## src/design/asp_pkg.sv

```systemverilog
// Constants, register map and types for the asynchronous serial port.
// Assumes a single clock domain and an AXI4-Lite master on the CPU side.
// Operation
// - Transmitter and receiver each buffer sixteen characters in a FIFO.
// - Transmitter and receiver have their own enable and interrupt controls.
// - Receiver checks break, parity, overrun and framing, each its own flag.
// - Bit period comes from a sixteen-bit software divisor.
// - A frame starts with one start bit, then 1 to 8 data bits.
// - Optional parity bit: even, odd or none.
// - Frame ends with one or two stop bits.
// - Idle-line and address-bit multiprocessor wake-up modes are supported.
// - Transmit-buffer-free and shifter-drained flags are separate.
// - Receiver gives char-available, line-break and summary error flags.
// - Interrupt enables are separate; break has no enable of its own.
// - Registers are eight bits in the low byte; upper bits read zero.
// - Hardware measures the incoming bit rate automatically.
// - Written characters move to the transmit shifter, sent bit by bit.
// - Received characters go to the data buffer and emulation buffer.
// - Each bit holds a constant level for one whole bit period.
package asp_pkg;
  localparam int unsigned FIFO_DEPTH    = 16;
  localparam int unsigned SKID_DEPTH    = 2;
  localparam int unsigned IDLE_GAP_BITS = 11;
  localparam int unsigned IDLE_DET_BITS = 10;

  localparam logic [7:0] OFF_CTRL    = 8'h00;
  localparam logic [7:0] OFF_FRAME   = 8'h04;
  localparam logic [7:0] OFF_BAUD_HI = 8'h08;
  localparam logic [7:0] OFF_BAUD_LO = 8'h0c;
  localparam logic [7:0] OFF_TXD     = 8'h10;
  localparam logic [7:0] OFF_RXD     = 8'h14;
  localparam logic [7:0] OFF_RXEMU   = 8'h18;
  localparam logic [7:0] OFF_STAT    = 8'h1c;
  localparam logic [7:0] OFF_TXLVL   = 8'h20;
  localparam logic [7:0] OFF_RXLVL   = 8'h24;

  // Control register bit positions.
  localparam int unsigned CB_TX_EN  = 0;
  localparam int unsigned CB_RX_EN  = 1;
  localparam int unsigned CB_TX_IE  = 2;
  localparam int unsigned CB_RX_IE  = 3;
  localparam int unsigned CB_ERR_IE = 4;
  localparam int unsigned CB_ABAUD  = 5;
  localparam int unsigned CB_SLEEP  = 6;
  localparam int unsigned CB_TXADDR = 7;

  // Error flag positions inside the four-bit error vector.
  localparam int unsigned EB_BRK = 0;
  localparam int unsigned EB_PAR = 1;
  localparam int unsigned EB_OVR = 2;
  localparam int unsigned EB_FRM = 3;

  localparam logic [7:0]  CTRL_RST  = 8'h00;
  localparam logic [7:0]  FRAME_RST = 8'h07;
  localparam logic [15:0] BAUD_RST  = 16'h0040;
  localparam logic [1:0]  RESP_OKAY   = 2'h0;
  localparam logic [1:0]  RESP_SLVERR = 2'h2;

  typedef struct packed {
    logic       idle_mode;
    logic       addr_mode;
    logic       two_stop;
    logic       par_odd;
    logic       par_en;
    logic [2:0] len_m1;
  } asp_cfg_t;

  typedef enum logic [6:0] {
    TX_IDLE  = 7'h01,
    TX_GAP   = 7'h02,
    TX_START = 7'h04,
    TX_DATA  = 7'h08,
    TX_ADDR  = 7'h10,
    TX_PAR   = 7'h20,
    TX_STOP  = 7'h40
  } asp_tx_st_t;

  typedef enum logic [6:0] {
    RX_IDLE  = 7'h01,
    RX_START = 7'h02,
    RX_DATA  = 7'h04,
    RX_ADDR  = 7'h08,
    RX_PAR   = 7'h10,
    RX_STOP  = 7'h20,
    RX_BAUD  = 7'h40
  } asp_rx_st_t;
endpackage

```

## src/design/asp_uart.sv

```systemverilog
// Asynchronous serial port with FIFOs and an AXI4-Lite register slave.
// Assumes serial_rx_pin is already synchronous to aclk.
`timescale 1ns/1ps

module asp_fifo #(
  parameter int unsigned W = 8,
  parameter int unsigned D = 16
) (
  // Clock and reset
  input  wire logic                   aclk,
  input  wire logic                   aresetn,
  // Fill side
  input  wire logic                   in_valid,
  output logic                        in_ready,
  input  wire logic [W-1:0]           in_data,
  // Drain side
  output logic                        out_valid,
  input  wire logic                   out_ready,
  output logic [W-1:0]                out_data,
  output logic [$clog2(D+1)-1:0]      level
);
  localparam int unsigned AW = (D > 1) ? $clog2(D) : 1;
  localparam int unsigned CW = $clog2(D+1);
  logic [W-1:0]  mem_ff [D];
  logic [AW-1:0] wr_ff;
  logic [AW-1:0] rd_ff;
  logic [CW-1:0] cnt_ff;
  wire           push = in_valid & in_ready;
  wire           pop  = out_valid & out_ready;
  wire [AW-1:0]  last = AW'(D - 1);

  assign in_ready  = (cnt_ff != CW'(D));
  assign out_valid = (cnt_ff != '0);
  assign out_data  = mem_ff[rd_ff];
  assign level     = cnt_ff;

  always_ff @(posedge aclk) begin
    if (!aresetn) begin
      wr_ff  <= '0;
      rd_ff  <= '0;
      cnt_ff <= '0;
    end else begin
      if (push) wr_ff <= (wr_ff == last) ? '0 : wr_ff + 1'b1;
      if (pop) rd_ff <= (rd_ff == last) ? '0 : rd_ff + 1'b1;
      cnt_ff <= cnt_ff + CW'(push) - CW'(pop);
    end
  end

  always_ff @(posedge aclk) begin
    if (push) mem_ff[wr_ff] <= in_data;
  end
endmodule

module asp_uart #(
  parameter int unsigned DEPTH = asp_pkg::FIFO_DEPTH
) (
  // Clock and reset
  input  wire logic        aclk,
  input  wire logic        aresetn,
  // AXI4-Lite write channels
  input  wire logic [7:0]  s_axi_awaddr,
  input  wire logic        s_axi_awvalid,
  output logic             s_axi_awready,
  input  wire logic [31:0] s_axi_wdata,
  input  wire logic [3:0]  s_axi_wstrb,
  input  wire logic        s_axi_wvalid,
  output logic             s_axi_wready,
  output logic [1:0]       s_axi_bresp,
  output logic             s_axi_bvalid,
  input  wire logic        s_axi_bready,
  // AXI4-Lite read channels
  input  wire logic [7:0]  s_axi_araddr,
  input  wire logic        s_axi_arvalid,
  output logic             s_axi_arready,
  output logic [31:0]      s_axi_rdata,
  output logic [1:0]       s_axi_rresp,
  output logic             s_axi_rvalid,
  input  wire logic        s_axi_rready,
  // Serial line
  output logic             serial_tx_pin,
  input  wire logic        serial_rx_pin,
  // Interrupt requests
  output logic             tx_irq,
  output logic             rx_irq
);
  localparam int unsigned LW = $clog2(DEPTH+1);

  function automatic logic is_mapped(input logic [7:0] a);
    is_mapped = (a[1:0] == 2'h0) && (a <= asp_pkg::OFF_RXLVL);
  endfunction

  // Register file and bus state.
  logic [7:0]  ctrl_ff, frame_ff;
  logic [15:0] baud_ff;
  logic [3:0]  err_ff;
  logic        aw_hold_ff, w_hold_ff, bvalid_ff, rvalid_ff;
  logic [7:0]  aw_addr_ff;
  logic [7:0]  w_data_ff;
  logic        w_lo_ff;
  logic [1:0]  bresp_ff, rresp_ff;
  logic [7:0]  rdata_ff;
  asp_pkg::asp_cfg_t cfg;
  assign cfg = asp_pkg::asp_cfg_t'(frame_ff);

  // Transmitter state.
  asp_pkg::asp_tx_st_t tx_st_ff;
  logic [15:0] tx_cnt_ff;
  logic [3:0]  tx_bit_ff;
  logic [7:0]  tx_shift_ff;
  logic        tx_par_ff, tx_addr_ff, tx_pin_ff;

  // Receiver state.
  asp_pkg::asp_rx_st_t rx_st_ff;
  logic [15:0] rx_cnt_ff;
  logic [16:0] ab_cnt_ff;
  logic [3:0]  rx_bit_ff, idle_bits_ff;
  logic [7:0]  rx_shift_ff;
  logic        rx_par_ff, rx_ones_ff, rx_addr_ff, rx_idle_addr_ff;
  logic        rx_prev_ff;

  // Bus decode.
  wire do_wr    = aw_hold_ff & w_hold_ff & ~bvalid_ff;
  wire wr_lo    = do_wr & w_lo_ff;
  wire ar_hs    = s_axi_arvalid & ~rvalid_ff;
  wire wr_ctrl  = wr_lo & (aw_addr_ff == asp_pkg::OFF_CTRL);
  wire wr_frame = wr_lo & (aw_addr_ff == asp_pkg::OFF_FRAME);
  wire wr_bhi   = wr_lo & (aw_addr_ff == asp_pkg::OFF_BAUD_HI);
  wire wr_blo   = wr_lo & (aw_addr_ff == asp_pkg::OFF_BAUD_LO);
  wire wr_txd   = wr_lo & (aw_addr_ff == asp_pkg::OFF_TXD);
  wire wr_stat  = wr_lo & (aw_addr_ff == asp_pkg::OFF_STAT);
  wire rd_rxd   = ar_hs & (s_axi_araddr == asp_pkg::OFF_RXD);

  // FIFO connections.
  logic          txf_in_ready, txf_valid, txf_pop;
  logic [7:0]    txf_data;
  logic [LW-1:0] txf_level, rxf_level;
  logic          sk_in_ready, sk_valid, rxf_in_ready, rxf_valid;
  logic [7:0]    sk_data, rxf_data;
  logic          rx_push;
  logic [7:0]    rx_word;

  asp_fifo #(.W(8), .D(DEPTH)) u_tx_fifo (
    .aclk      (aclk),
    .aresetn   (aresetn),
    .in_valid  (wr_txd),
    .in_ready  (txf_in_ready),
    .in_data   (w_data_ff),
    .out_valid (txf_valid),
    .out_ready (txf_pop),
    .out_data  (txf_data),
    .level     (txf_level)
  );

  // Two-entry stage absorbs a finished frame while the FIFO is stalled.
  asp_fifo #(.W(8), .D(asp_pkg::SKID_DEPTH)) u_rx_skid (
    .aclk      (aclk),
    .aresetn   (aresetn),
    .in_valid  (rx_push),
    .in_ready  (sk_in_ready),
    .in_data   (rx_word),
    .out_valid (sk_valid),
    .out_ready (rxf_in_ready),
    .out_data  (sk_data),
    .level     ()
  );

  asp_fifo #(.W(8), .D(DEPTH)) u_rx_fifo (
    .aclk      (aclk),
    .aresetn   (aresetn),
    .in_valid  (sk_valid),
    .in_ready  (rxf_in_ready),
    .in_data   (sk_data),
    .out_valid (rxf_valid),
    .out_ready (rd_rxd),
    .out_data  (rxf_data),
    .level     (rxf_level)
  );

  // Status flags.
  wire tx_free   = txf_in_ready;
  // Drained means the shifter holds nothing; queued characters do not count.
  wire tx_empty  = (tx_st_ff == asp_pkg::TX_IDLE);
  wire rx_error  = |err_ff;
  wire [7:0] stat = {err_ff[asp_pkg::EB_FRM], err_ff[asp_pkg::EB_OVR],
                     err_ff[asp_pkg::EB_PAR], rx_error,
                     err_ff[asp_pkg::EB_BRK], rxf_valid, tx_empty, tx_free};
  assign tx_irq = ctrl_ff[asp_pkg::CB_TX_IE] & tx_free;
  assign rx_irq = (ctrl_ff[asp_pkg::CB_RX_IE] & rxf_valid)
                | (ctrl_ff[asp_pkg::CB_ERR_IE] & rx_error);

  // Read mux; only the low byte carries data.
  wire [7:0] rd_mux =
      (s_axi_araddr == asp_pkg::OFF_CTRL)    ? ctrl_ff :
      (s_axi_araddr == asp_pkg::OFF_FRAME)   ? frame_ff :
      (s_axi_araddr == asp_pkg::OFF_BAUD_HI) ? baud_ff[15:8] :
      (s_axi_araddr == asp_pkg::OFF_BAUD_LO) ? baud_ff[7:0] :
      (s_axi_araddr == asp_pkg::OFF_RXD)     ? rxf_data :
      (s_axi_araddr == asp_pkg::OFF_RXEMU)   ? rxf_data :
      (s_axi_araddr == asp_pkg::OFF_STAT)    ? stat :
      (s_axi_araddr == asp_pkg::OFF_TXLVL)   ? 8'(txf_level) :
      (s_axi_araddr == asp_pkg::OFF_RXLVL)   ? 8'(rxf_level) : 8'h00;

  assign s_axi_awready = ~aw_hold_ff & ~bvalid_ff;
  assign s_axi_wready  = ~w_hold_ff & ~bvalid_ff;
  assign s_axi_bvalid  = bvalid_ff;
  assign s_axi_bresp   = bresp_ff;
  assign s_axi_arready = ~rvalid_ff;
  assign s_axi_rvalid  = rvalid_ff;
  assign s_axi_rresp   = rresp_ff;
  assign s_axi_rdata   = {24'h000000, rdata_ff};
  assign serial_tx_pin = tx_pin_ff;

  always_ff @(posedge aclk) begin
    if (!aresetn) begin
      aw_hold_ff <= 1'b0;
      w_hold_ff  <= 1'b0;
      aw_addr_ff <= 8'h00;
      w_data_ff  <= 8'h00;
      w_lo_ff    <= 1'b0;
      bvalid_ff  <= 1'b0;
      bresp_ff   <= asp_pkg::RESP_OKAY;
      rvalid_ff  <= 1'b0;
      rresp_ff   <= asp_pkg::RESP_OKAY;
      rdata_ff   <= 8'h00;
    end else begin
      if (s_axi_awvalid & s_axi_awready) begin
        aw_hold_ff <= 1'b1;
        aw_addr_ff <= s_axi_awaddr;
      end
      if (s_axi_wvalid & s_axi_wready) begin
        w_hold_ff <= 1'b1;
        w_data_ff <= s_axi_wdata[7:0];
        w_lo_ff   <= s_axi_wstrb[0];
      end
      if (do_wr) begin
        aw_hold_ff <= 1'b0;
        w_hold_ff  <= 1'b0;
        bvalid_ff  <= 1'b1;
        bresp_ff   <= (!is_mapped(aw_addr_ff) ||
                       (aw_addr_ff == asp_pkg::OFF_TXD && !txf_in_ready))
                      ? asp_pkg::RESP_SLVERR : asp_pkg::RESP_OKAY;
      end else if (s_axi_bready) begin
        bvalid_ff <= 1'b0;
      end
      if (ar_hs) begin
        rvalid_ff <= 1'b1;
        rdata_ff  <= rd_mux;
        rresp_ff  <= is_mapped(s_axi_araddr) ? asp_pkg::RESP_OKAY
                                             : asp_pkg::RESP_SLVERR;
      end else if (s_axi_rready) begin
        rvalid_ff <= 1'b0;
      end
    end
  end

  // Transmitter.
  wire tx_tick = (tx_cnt_ff == baud_ff);
  wire tx_last = (tx_bit_ff[2:0] == cfg.len_m1);
  assign txf_pop = (tx_st_ff == asp_pkg::TX_IDLE) & ctrl_ff[0] & txf_valid;
  wire tx_line = (tx_st_ff == asp_pkg::TX_START) ? 1'b0 :
                 (tx_st_ff == asp_pkg::TX_DATA)  ? tx_shift_ff[0] :
                 (tx_st_ff == asp_pkg::TX_ADDR)  ? tx_addr_ff :
                 (tx_st_ff == asp_pkg::TX_PAR)   ? tx_par_ff ^ cfg.par_odd :
                 1'b1;

  always_ff @(posedge aclk) begin
    if (!aresetn) begin
      tx_st_ff    <= asp_pkg::TX_IDLE;
      tx_cnt_ff   <= 16'h0000;
      tx_bit_ff   <= 4'h0;
      tx_shift_ff <= 8'h00;
      tx_par_ff   <= 1'b0;
      tx_addr_ff  <= 1'b0;
      tx_pin_ff   <= 1'b1;
    end else begin
      tx_pin_ff <= tx_line;
      tx_cnt_ff <= (tx_st_ff == asp_pkg::TX_IDLE || tx_tick) ? 16'h0000
                                                             : tx_cnt_ff + 1'b1;
      case (tx_st_ff)
        asp_pkg::TX_IDLE: begin
          tx_bit_ff <= 4'h0;
          tx_par_ff <= 1'b0;
          if (txf_pop) begin
            tx_shift_ff <= txf_data;
            tx_addr_ff  <= ctrl_ff[asp_pkg::CB_TXADDR];
            tx_st_ff    <= (cfg.idle_mode && ctrl_ff[asp_pkg::CB_TXADDR])
                           ? asp_pkg::TX_GAP : asp_pkg::TX_START;
          end
        end
        asp_pkg::TX_GAP: if (tx_tick) begin
          tx_bit_ff <= tx_bit_ff + 1'b1;
          if (tx_bit_ff == 4'(asp_pkg::IDLE_GAP_BITS - 1)) begin
            tx_bit_ff <= 4'h0;
            tx_st_ff  <= asp_pkg::TX_START;
          end
        end
        asp_pkg::TX_START: if (tx_tick) begin
          tx_st_ff <= asp_pkg::TX_DATA;
        end
        asp_pkg::TX_DATA: if (tx_tick) begin
          tx_shift_ff <= {1'b0, tx_shift_ff[7:1]};
          tx_par_ff   <= tx_par_ff ^ tx_shift_ff[0];
          tx_bit_ff   <= tx_bit_ff + 1'b1;
          if (tx_last) begin
            tx_bit_ff <= 4'h0;
            tx_st_ff  <= cfg.addr_mode ? asp_pkg::TX_ADDR :
                         cfg.par_en ? asp_pkg::TX_PAR : asp_pkg::TX_STOP;
          end
        end
        asp_pkg::TX_ADDR: if (tx_tick) begin
          tx_par_ff <= tx_par_ff ^ tx_addr_ff;
          tx_st_ff  <= cfg.par_en ? asp_pkg::TX_PAR : asp_pkg::TX_STOP;
        end
        asp_pkg::TX_PAR: if (tx_tick) begin
          tx_st_ff <= asp_pkg::TX_STOP;
        end
        asp_pkg::TX_STOP: if (tx_tick) begin
          tx_bit_ff <= tx_bit_ff + 1'b1;
          if (tx_bit_ff[0] == cfg.two_stop) begin
            tx_st_ff <= asp_pkg::TX_IDLE;
          end
        end
        default: tx_st_ff <= asp_pkg::TX_IDLE;
      endcase
    end
  end

  // Receiver.
  wire rx_tick  = (rx_cnt_ff == baud_ff);
  wire rx_half  = (rx_cnt_ff == {1'b0, baud_ff[15:1]});
  wire rx_fall  = rx_prev_ff & ~serial_rx_pin;
  wire rx_last  = (rx_bit_ff[2:0] == cfg.len_m1);
  wire rx_is_ad = cfg.addr_mode ? rx_addr_ff :
                  cfg.idle_mode ? rx_idle_addr_ff : 1'b1;
  wire rx_done  = (rx_st_ff == asp_pkg::RX_STOP) & rx_tick;
  wire rx_keep  = ~ctrl_ff[asp_pkg::CB_SLEEP] | rx_is_ad;
  assign rx_push = rx_done & rx_keep;
  assign rx_word = rx_shift_ff >> (3'h7 - cfg.len_m1);

  // Error flags: a new event in the clearing cycle survives the clear.
  wire [3:0] err_set;
  assign err_set[asp_pkg::EB_BRK] = rx_done & ~serial_rx_pin & ~rx_ones_ff;
  assign err_set[asp_pkg::EB_FRM] = rx_done & ~serial_rx_pin;
  assign err_set[asp_pkg::EB_OVR] = rx_push & ~sk_in_ready;
  assign err_set[asp_pkg::EB_PAR] = (rx_st_ff == asp_pkg::RX_PAR) & rx_tick &
                                    (rx_par_ff ^ serial_rx_pin ^ cfg.par_odd);
  wire [3:0] err_clr = wr_stat ? {w_data_ff[7], w_data_ff[6], w_data_ff[5],
                                  w_data_ff[3]} : 4'h0;

  always_ff @(posedge aclk) begin
    if (!aresetn) begin
      err_ff <= 4'h0;
    end else begin
      err_ff <= (err_ff & ~err_clr) | err_set;
    end
  end

  always_ff @(posedge aclk) begin
    if (!aresetn) begin
      rx_st_ff        <= asp_pkg::RX_IDLE;
      rx_cnt_ff       <= 16'h0000;
      ab_cnt_ff       <= 17'h00000;
      rx_bit_ff       <= 4'h0;
      idle_bits_ff    <= 4'h0;
      rx_shift_ff     <= 8'h00;
      rx_par_ff       <= 1'b0;
      rx_ones_ff      <= 1'b0;
      rx_addr_ff      <= 1'b0;
      rx_idle_addr_ff <= 1'b0;
      rx_prev_ff      <= 1'b1;
    end else begin
      rx_prev_ff <= serial_rx_pin;
      rx_cnt_ff  <= rx_tick ? 16'h0000 : rx_cnt_ff + 1'b1;
      case (rx_st_ff)
        asp_pkg::RX_IDLE: begin
          rx_bit_ff  <= 4'h0;
          rx_par_ff  <= 1'b0;
          rx_ones_ff <= 1'b0;
          if (rx_tick) begin
            idle_bits_ff <= !serial_rx_pin ? 4'h0 :
                            (&idle_bits_ff) ? idle_bits_ff
                                            : idle_bits_ff + 1'b1;
          end
          if (rx_fall && ctrl_ff[asp_pkg::CB_RX_EN]) begin
            rx_cnt_ff       <= 16'h0000;
            ab_cnt_ff       <= 17'h00001;
            rx_idle_addr_ff <= (idle_bits_ff >=
                                4'(asp_pkg::IDLE_DET_BITS));
            rx_st_ff        <= ctrl_ff[asp_pkg::CB_ABAUD]
                               ? asp_pkg::RX_BAUD : asp_pkg::RX_START;
          end
        end
        asp_pkg::RX_BAUD: begin
          if (!(&ab_cnt_ff)) ab_cnt_ff <= ab_cnt_ff + 1'b1;
          if (serial_rx_pin) begin
            idle_bits_ff <= 4'h0;
            rx_st_ff     <= asp_pkg::RX_IDLE;
          end
        end
        asp_pkg::RX_START: if (rx_half) begin
          rx_cnt_ff <= 16'h0000;
          rx_st_ff  <= serial_rx_pin ? asp_pkg::RX_IDLE : asp_pkg::RX_DATA;
        end
        asp_pkg::RX_DATA: if (rx_tick) begin
          rx_shift_ff <= {serial_rx_pin, rx_shift_ff[7:1]};
          rx_par_ff   <= rx_par_ff ^ serial_rx_pin;
          rx_ones_ff  <= rx_ones_ff | serial_rx_pin;
          rx_bit_ff   <= rx_bit_ff + 1'b1;
          if (rx_last) begin
            rx_st_ff <= cfg.addr_mode ? asp_pkg::RX_ADDR :
                        cfg.par_en ? asp_pkg::RX_PAR : asp_pkg::RX_STOP;
          end
        end
        asp_pkg::RX_ADDR: if (rx_tick) begin
          rx_addr_ff <= serial_rx_pin;
          rx_par_ff  <= rx_par_ff ^ serial_rx_pin;
          rx_ones_ff <= rx_ones_ff | serial_rx_pin;
          rx_st_ff   <= cfg.par_en ? asp_pkg::RX_PAR : asp_pkg::RX_STOP;
        end
        asp_pkg::RX_PAR: if (rx_tick) begin
          rx_ones_ff <= rx_ones_ff | serial_rx_pin;
          rx_st_ff   <= asp_pkg::RX_STOP;
        end
        asp_pkg::RX_STOP: if (rx_tick) begin
          idle_bits_ff <= 4'h0;
          rx_st_ff     <= asp_pkg::RX_IDLE;
        end
        default: rx_st_ff <= asp_pkg::RX_IDLE;
      endcase
    end
  end

  // Software registers; autobaud result overrides the divisor.
  wire ab_end = (rx_st_ff == asp_pkg::RX_BAUD) & serial_rx_pin;

  always_ff @(posedge aclk) begin
    if (!aresetn) begin
      ctrl_ff  <= asp_pkg::CTRL_RST;
      frame_ff <= asp_pkg::FRAME_RST;
      baud_ff  <= asp_pkg::BAUD_RST;
    end else begin
      if (wr_ctrl) ctrl_ff <= w_data_ff;
      if (wr_frame) frame_ff <= w_data_ff;
      if (wr_bhi) baud_ff[15:8] <= w_data_ff;
      if (wr_blo) baud_ff[7:0] <= w_data_ff;
      if (txf_pop && !wr_ctrl) ctrl_ff[asp_pkg::CB_TXADDR] <= 1'b0;
      if (ab_end) begin
        baud_ff <= (|ab_cnt_ff[16:15]) ? 16'hffff : 16'(ab_cnt_ff - 1'b1);
        if (!wr_ctrl) ctrl_ff[asp_pkg::CB_ABAUD] <= 1'b0;
      end
    end
  end

  a_tx_idle_high: assert property (@(posedge aclk) disable iff (!aresetn)
    (tx_st_ff == asp_pkg::TX_IDLE) ##1 (tx_st_ff == asp_pkg::TX_IDLE)
    |-> serial_tx_pin) else $error("tx line not high while idle");
  a_tx_start_low: assert property (@(posedge aclk) disable iff (!aresetn)
    $rose(tx_st_ff == asp_pkg::TX_START) |=> !serial_tx_pin)
    else $error("start bit not low");
  a_tx_bit_const: assert property (@(posedge aclk) disable iff (!aresetn)
    (tx_cnt_ff > 16'h0001) |-> $stable(serial_tx_pin))
    else $error("tx level changed inside a bit");
  a_tx_disabled: assert property (@(posedge aclk) disable iff (!aresetn)
    (tx_st_ff == asp_pkg::TX_IDLE) && !ctrl_ff[asp_pkg::CB_TX_EN]
    |=> (tx_st_ff == asp_pkg::TX_IDLE)) else $error("tx ran disabled");
  a_fifo_full: assert property (@(posedge aclk) disable iff (!aresetn)
    (txf_level == LW'(DEPTH)) |-> !stat[0])
    else $error("buffer free while tx fifo full");
  a_frame_err: assert property (@(posedge aclk) disable iff (!aresetn)
    rx_done && !serial_rx_pin |=> err_ff[asp_pkg::EB_FRM] && stat[4])
    else $error("low stop bit not flagged");
  a_overrun_set: assert property (@(posedge aclk) disable iff (!aresetn)
    rx_push && !sk_in_ready |=> err_ff[asp_pkg::EB_OVR])
    else $error("overrun not flagged");
  a_upper_zero: assert property (@(posedge aclk) disable iff (!aresetn)
    s_axi_rvalid |-> (s_axi_rdata[31:8] == 24'h000000))
    else $error("upper read bits not zero");
  a_emu_match: assert property (@(posedge aclk) disable iff (!aresetn)
    ar_hs && (s_axi_araddr == asp_pkg::OFF_RXEMU)
    |=> (rdata_ff == $past(rxf_data))) else $error("emu read wrong");
  a_tick_period: assert property (@(posedge aclk) disable iff (!aresetn)
    tx_tick && (tx_st_ff != asp_pkg::TX_IDLE) && (baud_ff > 16'h0001)
    |=> !tx_tick ##1 !tx_tick) else $error("bit period too short");
endmodule

```

## config.mk

```make
export PLATFORM = sky130hd
export DESIGN_NAME = asp_uart
export DESIGN_NICKNAME = d
export VERILOG_FILES = /design/src/design/asp_pkg.sv /design/src/design/asp_uart.sv
export SDC_FILE = /design/constraint.sdc
export NUM_CORES = 1
export LEC_CHECK = 0
export ABC_AREA = 1
export BUFFER_PORTS_ARGS = -buffer_cell sky130_fd_sc_hd__buf_2
export CAP_MARGIN = 20
export CORE_MARGIN = 2
export CORE_UTILIZATION = 50
export CTS_CLUSTER_SIZE = 14
export DETAILED_ROUTE_END_ITERATION = 10
export HOLD_SLACK_MARGIN = 0.03
export PLACE_DENSITY = 0.67
export SLEW_MARGIN = 30
export SYNTH_ARGS = -nofsm -noshare
export SYNTH_HDL_FRONTEND = slang
export SYNTH_HIERARCHICAL = 1
export SYNTH_SLANG_ARGS = --single-unit
```

## constraint.sdc

```tcl
create_clock -name aclk -period 4.2 [get_ports aclk]
set_input_delay 0.21 -clock aclk [delete_from_list [all_inputs] [get_ports aclk]]
set_output_delay 0.21 -clock aclk [all_outputs]
set_load 0.02 [all_outputs]
```

## After elaboration in Yosys (flattened, before gate mapping)

Memory sizes are Yosys's and may differ from the RTL's. A register that Yosys moved wholly into a read port is not among the register bits.
Cells that the tools add are included.

- Register bits: 198
- Memory bits (writable): 272
- Bits of input ports: 60
- Output and inout bits: 44
- Memories: 3

- Add/subtract/negate cells: 20
- Order comparisons: 3
- Eq/ne operators: 64
- Shift operators: 1
- Muxes and demuxes: 105
- Bitwise operators: 54
- Reductions and logical operators: 53

Memory list:

| name | words | width | rd ports | clocked after memory_dff | wr ports | RTL line | text |
|---|---|---|---|---|---|---|---|
| u_rx_fifo.mem_ff | 16 | 8 | 1 | 1 | 1 | asp_uart.sv:24 | `logic [W-1:0] mem_ff [D];` |
| u_tx_fifo.mem_ff | 16 | 8 | 1 | 1 | 1 | asp_uart.sv:24 |  |
| u_rx_skid.mem_ff | 2 | 8 | 1 | 1 | 1 | asp_uart.sv:24 |  |

Operators by type and width:

| operator | count |
|---|---|
| $mux W7 | 22 |
| $pmux W7 S7 | 2 |
| $mux W8 | 11 |
| $mux W16 | 5 |
| $mux W4 | 20 |
| $ne A2 B2 Y1 const B | 21 |
| $eq A8 B5 Y1 const B | 5 |
| $and A1 B1 Y1 | 34 |
| $mux W17 | 2 |
| $pmux W17 S2 | 1 |
| $add A16 B1 Y16 const B | 2 |
| $eq A16 B16 Y1 | 2 |
| $eq A8 B4 Y1 const B | 4 |
| $pmux W16 S2 | 1 |
| $add A4 B1 Y4 const B | 7 |
| $mux W1 | 26 |
| $eq A4 B4 Y1 const B | 5 |
| $reduce_bool A2 Y1 | 10 |
| $add A17 B1 Y17 const B | 1 |
| $reduce_and A17 Y1 | 1 |
| $eq A16 B15 Y1 | 1 |
| $eq A8 B3 Y1 const B | 2 |
| $eq A8 B6 Y1 const B | 2 |
| $le A8 B6 Y1 const B | 2 |
| other kinds (54) | 111 |

## Depth between registers and ports, before layout

- Word-level depth: 10
- Gate-level depth with buffers: 19
- Gate-level depth less buffers: 19

## Cells and area by module

Netlist, hierarchy kept.

By module, submodules not included:

| module | times used | cells each | area an instance (sq um) | sequential area each (sq um) |
|---|---|---|---|---|
| asp_uart | 1 | 1492 | 9678.0 | 3303.2 |
| asp_fifo at u_rx_fifo | 1 | 610 | 6302.3 | 4184.0 |
| asp_fifo at u_tx_fifo | 1 | 610 | 6287.3 | 4184.0 |
| asp_fifo at u_rx_skid | 1 | 61 | 830.8 | 580.6 |

## Least setup slack after synthesis

No wires, ideal clock.

- Kind: reg-to-reg
- Start point: reg rvalid_ff (netlist: s_axi_rvalid)
- End point: reg u_rx_fifo.cnt_ff[4] (netlist: u_rx_fifo/level[4])
- Data arrival time: 2653 ps
- Required time: 4087 ps
- Path slack: 1435 ps
- Cell stages (with the launch flop): 18
- Path buffers: 1
- Period minus slack after synthesis: 2765 ps
- Cells stage by stage: dfxtp_1 > inv_1 > nand2_1 > clkbuf_1 > nor3_1 > nand2_1 > inv_1 > ha_1 > inv_1 > ha_1 > inv_1 > fa_1 > inv_1 > nand2_1 > nand2_1 > a21oi_1 > nor2_1 > nor2_1

- Word-level cells in the longest chain between the ends: 5

Ends and longest elaborated chain:

| what | RTL line | text |
|---|---|---|
| start: declaration | asp_uart.sv:96 | `logic aw_hold_ff, w_hold_ff, bvalid_ff, rvalid_ff;` |
| start signal: assignment | asp_uart.sv:222 | `rvalid_ff <= 1'b0;` |
| start signal: assignment | asp_uart.sv:246 | `rvalid_ff <= 1'b1;` |
| start signal: assignment | asp_uart.sv:251 | `rvalid_ff <= 1'b0;` |
| $not A1 Y1 | - |  |
| via s_axi_arready | asp_uart.sv:74 | `output logic s_axi_arready,` |
| $and A1 B1 Y1 | asp_uart.sv:124 | `wire ar_hs = s_axi_arvalid & ~rvalid_ff;` |
| $and A1 B1 Y1 | asp_uart.sv:131 | `wire rd_rxd = ar_hs & (s_axi_araddr == asp_pkg::OFF_RXD);` |
| via rd_rxd | asp_uart.sv:131 |  |
| $and A1 B1 Y1 | asp_uart.sv:29 | `wire pop = out_valid & out_ready;` |
| $sub A5 B1 Y5 | asp_uart.sv:45 | `cnt_ff <= cnt_ff + CW'(push) - CW'(pop);` |
| end signal: assignment | asp_uart.sv:45 |  |
| end: declaration | asp_uart.sv:27 | `logic [CW-1:0] cnt_ff;` |

The timed path passes the listed nets, and every way through them passes these cells.
A chain may end at the register's enable or synchronous reset.

## Worst setup path after layout

- Start point: reg ab_cnt_ff[0]
- End point: reg ab_cnt_ff[6]

- Word-level cells in the longest chain between the ends: 3
- Elaborated cells on any way between the ends: 6
- Those cells by class: add/sub: 1; eq/ne: 1; mux: 2; reduce/logical: 2

Ends and longest elaborated chain:

| what | RTL line | text |
|---|---|---|
| start: declaration | asp_uart.sv:115 | `logic [16:0] ab_cnt_ff;` |
| start signal: assignment | asp_uart.sv:394 | `if (!(&ab_cnt_ff)) ab_cnt_ff <= ab_cnt_ff + 1'b1;` |
| $add A17 B1 Y17 or $reduce_and A17 Y1 (tied branches) | asp_uart.sv:394 |  |
| $mux W17 or $ne A2 B2 Y1 (tied branches) | - |  |
| $pmux W17 S2 or $reduce_and A3 Y1 (tied branches) | - |  |

Parallel ways exist; a longest one is shown, timed or not. The select of a mux whose other input is x is not followed.

==> results.json <==
{
  "status": "finished, final reports clean",
  "cts_inserted_buffers": 50,
  "yosysUniqueCellTypes": 60,
  "h-tree-depth": 2,
  "fin_skew_ns": 0.0237,
  "first_iter_violations": 1458,
  "wl_mm": 58.5,
  "initial_core_util_pct": 50.8,
  "wl_per_cell_um": 16.9,
  "grt.overflow.total": 0,
  "seq_area_frac_synth_pct": 53.0,
  "clkLatencyLatePin_ns": 0.59,
  "holdPathStages": 5,
  "grt_max_degree": 79,
  "diodes": 0,
  "leakage_nw": 10.5,
  "hold_violations": 0,
  "min_period_over_period_pct": 73.8,
  "dpl.hpwl_mm": 39.5,
  "worstSetupEndpointType": "register",
  "critical_path_class": "register to register",
  "rows": 78,
  "cp_top_family": "simple AND/OR/NAND/NOR gates",
  "worstPathMaxFanout": 17,
  "num_vias": 18600,
  "async_reset_ff_share_pct": 0,
  "ys.flop_type": "edfxtp_1",
  "finalWeightedCongestion": 0.900,
  "preCtsSetupSlack_ns": 1.09,
  "die_x_um": 219,
  "cts.repair.resized": 0,
  "max_stage_delay_ns": 0.61,
  "rsz0062_at_grt": "false",
  "core_um2": 45500,
  "clk_pin_slew_ns": 0.06,
  "finalSetupViolCount": 0,
  "syn_inst": 2773,
  "slowest_stage": "o21ai_2",
  "drive_above_1_share_pct": 7.49,
  "yosys_warnings": 6,
  "grt_pass1_wl_mm": 92.5,
  "fillCellCount": 4123,
  "port_buffers": 50,
  "area_growth_pct": 10.4,
  "fin_setup_tns_ns": 0,
  "cts_tree": "yes",
  "final_common_cell": "nand2_1",
  "p_per_area_nw_per_um2": 462,
  "grt.total_usage_pct": 24.5,
  "avgSynthCellArea_um2": 8.33,
  "layout_common_cells": "nand2_1 (727), inv_1 (294), nor2_1 (275)",
  "fin_ws_ns": 1.10,
  "worst-path-stages": 13,
  "ys_ff_latch": 476,
  "cts.sinks": 476,
  "critPathRequiredTime_ns": 4.71,
  "rr_worst_depth": 13,
  "die_y_um": 219,
  "firstDrtPassIters": 5,
  "grt_pass1_vias": 17500,
  "hp-class": "primary input to register",
  "max_freq_mhz": 323,
  "worstMarginPinSlew_ns": 0.995,
  "ir_drop_mv": 0.332,
  "multi_input_area_um2": 9050,
  "start_kind": "register",
  "regArea_um2": 12300,
  "pin_count": 104,
  "drc": 0,
  "viasPerCell": 5.38,
  "antenna_found_initial": 0,
  "path_buf_inv": 1,
  "slew_violations": 0,
  "synthesis.area_um2": 23100,
  "ant_nets": 0,
  "die_area_um2": 47900,
  "period_minus_slack_ns": 3.10,
  "nets": 2912,
  "clockBufferDepth": 3,
  "cp_data_arrival_time_ns": 3.61,
  "synth_enable_flop_cells": 272,
  "root_buffer": "clkbuf_16",
  "maxCapViolCount": 0,
  "crit_chain": "ha_1 -> nand2_1 -> nor3_1 -> and2_1 -> nand3_1 -> nor3_1 -> ha_1 -> nor2_2 -> o21ai_2 -> inv_4 -> nand2_1 -> o21ai_0 -> a21oi_1",
  "maxSlewHeadroom_pct": 33.6
}
## cell type report
cell class	instances	area share [%]
Sequential cell	476	48.0
Multi-Input combinational cell	1883	35.5
Clock buffer	67	5.47
Inverter	319	4.70
Tap cell	600	2.94
Timing Repair Buffer	87	2.31
Clock inverter	24	1.07
## cells by family after synthesis
group | count (synthesis) | share of synthesized area [%]
other | 1 | 0.0162
AOI/OAI and AO/OA | 340 | 7.86
DFF | 476 | 53.0
adders and majority gates | 35 | 1.96
buffers and inverters | 439 | 8.20
muxes | 8 | 0.390
and+or+nand+nor | 1426 | 26.7
xor gates and xnor gates | 48 | 1.82
## path summary, 6_finish.rpt
kind | startpoint | endpoint | slack, ns
min | s_axi_araddr[4] | s_axi_rresp[1]$_SDFFE_PN0P_ | 0.13
max reg2reg | ab_cnt_ff[0]$_SDFFE_PN0P_ | ab_cnt_ff[6]$_SDFFE_PN0P_ | 1.10
min reg2reg | rdata_ff[5]$_SDFFE_PN0P_ | rdata_ff[5]$_SDFFE_PN0P_ | 0.47
max | ab_cnt_ff[0]$_SDFFE_PN0P_ | ab_cnt_ff[6]$_SDFFE_PN0P_ | 1.10
## cell usage after synthesis (5+ instances only)
cell type	instances	area (um2)
nor3b_1	8	60.1
buf_2	42	210
edfxtp_1	272	8170
nor2_2	6	37.5
dfxtp_1	204	4080
inv_2	20	75.1
nor4_1	6	37.5
a22oi_1	6	45.0
nor2_4	5	56.3
xor2_1	35	307
mux2_2	5	56.3
ha_1	33	413
nand3_1	258	1290
clkbuf_1	36	135
o21ai_1	7	35.0
inv_1	294	1100
nand2_1	727	2730
xnor2_1	13	114
o211ai_1	7	52.6
nor2_1	275	1030
a21oi_1	159	796
buf_4	31	233
buf_6	10	113
a31oi_1	5	31.3
nand2_2	7	43.8
nor3_1	38	190
nand4_1	37	231
o21ai_0	134	671
or2_1	28	175
## report_power, final
| part | internal, mW | switching (mW) | total [mW] |
|---|---|---|---|
| sequential | 5.26 | 0.211 | 5.47 |
| clock | 2.69 | 1.84 | 4.53 |
| combinational | 0.522 | 1.25 | 1.77 |
## worst min-delay path, stage by stage
cell	delay (ns)
buf_2	0.11
inv_1	0.10
a31oi_1	0.09
o21ai_0	0.08
a31oi_1	0.08
## registers in the layout, indices dropped and copies added, names as in the netlist, 5 cells and up, named ones only
| signal | cells |
|---|---|
| u_tx_fifo/level | 5 |
| rx_cnt_ff | 16 |
| baud_ff | 16 |
| u_rx_fifo/level | 5 |
| u_rx_skid/mem_ff | 16 |
| u_rx_fifo/mem_ff | 128 |
| ctrl_ff | 8 |
| w_data_ff | 8 |
| rdata_ff | 8 |
| aw_addr_ff | 8 |
| rx_st_ff | 7 |
| rx_shift_ff | 8 |
| cfg | 8 |
| tx_cnt_ff | 16 |
| ab_cnt_ff | 17 |
| u_tx_fifo/mem_ff | 128 |
| tx_st_ff | 7 |
| tx_shift_ff | 8 |
## stage by stage
stage | instances | utilization, % | hold WS (ns) | instance area [um2] | power (mW)
floorplan | 2798 | - | 0.303 | 23200 | 6.81
global placement | 3341 | 51.9 | 0.448 | 23600 | 7.22
detailed placement | 3341 | 51.9 | 0.452 | 23600 | 7.30
CTS | 3456 | 56.1 | 0.0910 | 25500 | 11.8
global route | 3456 | 56.1 | 0.151 | 25500 | 12.3
finish | 3456 | 56.1 | 0.131 | 25500 | 11.8
## per-layer routing
metal	track usage, %	share of wire [%]
met2	41.3	48
met1	32.1	43
met4	8.92	3.6
met5	0	0
met3	3.49	6.0
## what timing repair did
item / 4_1_cts / 5_1_grt
buffers inserted: 0 / 0
hold buffers: 24 / 0
hold endpoints to repair: 21 / 0
Note: power is estimated with default switching activity, not from simulation.
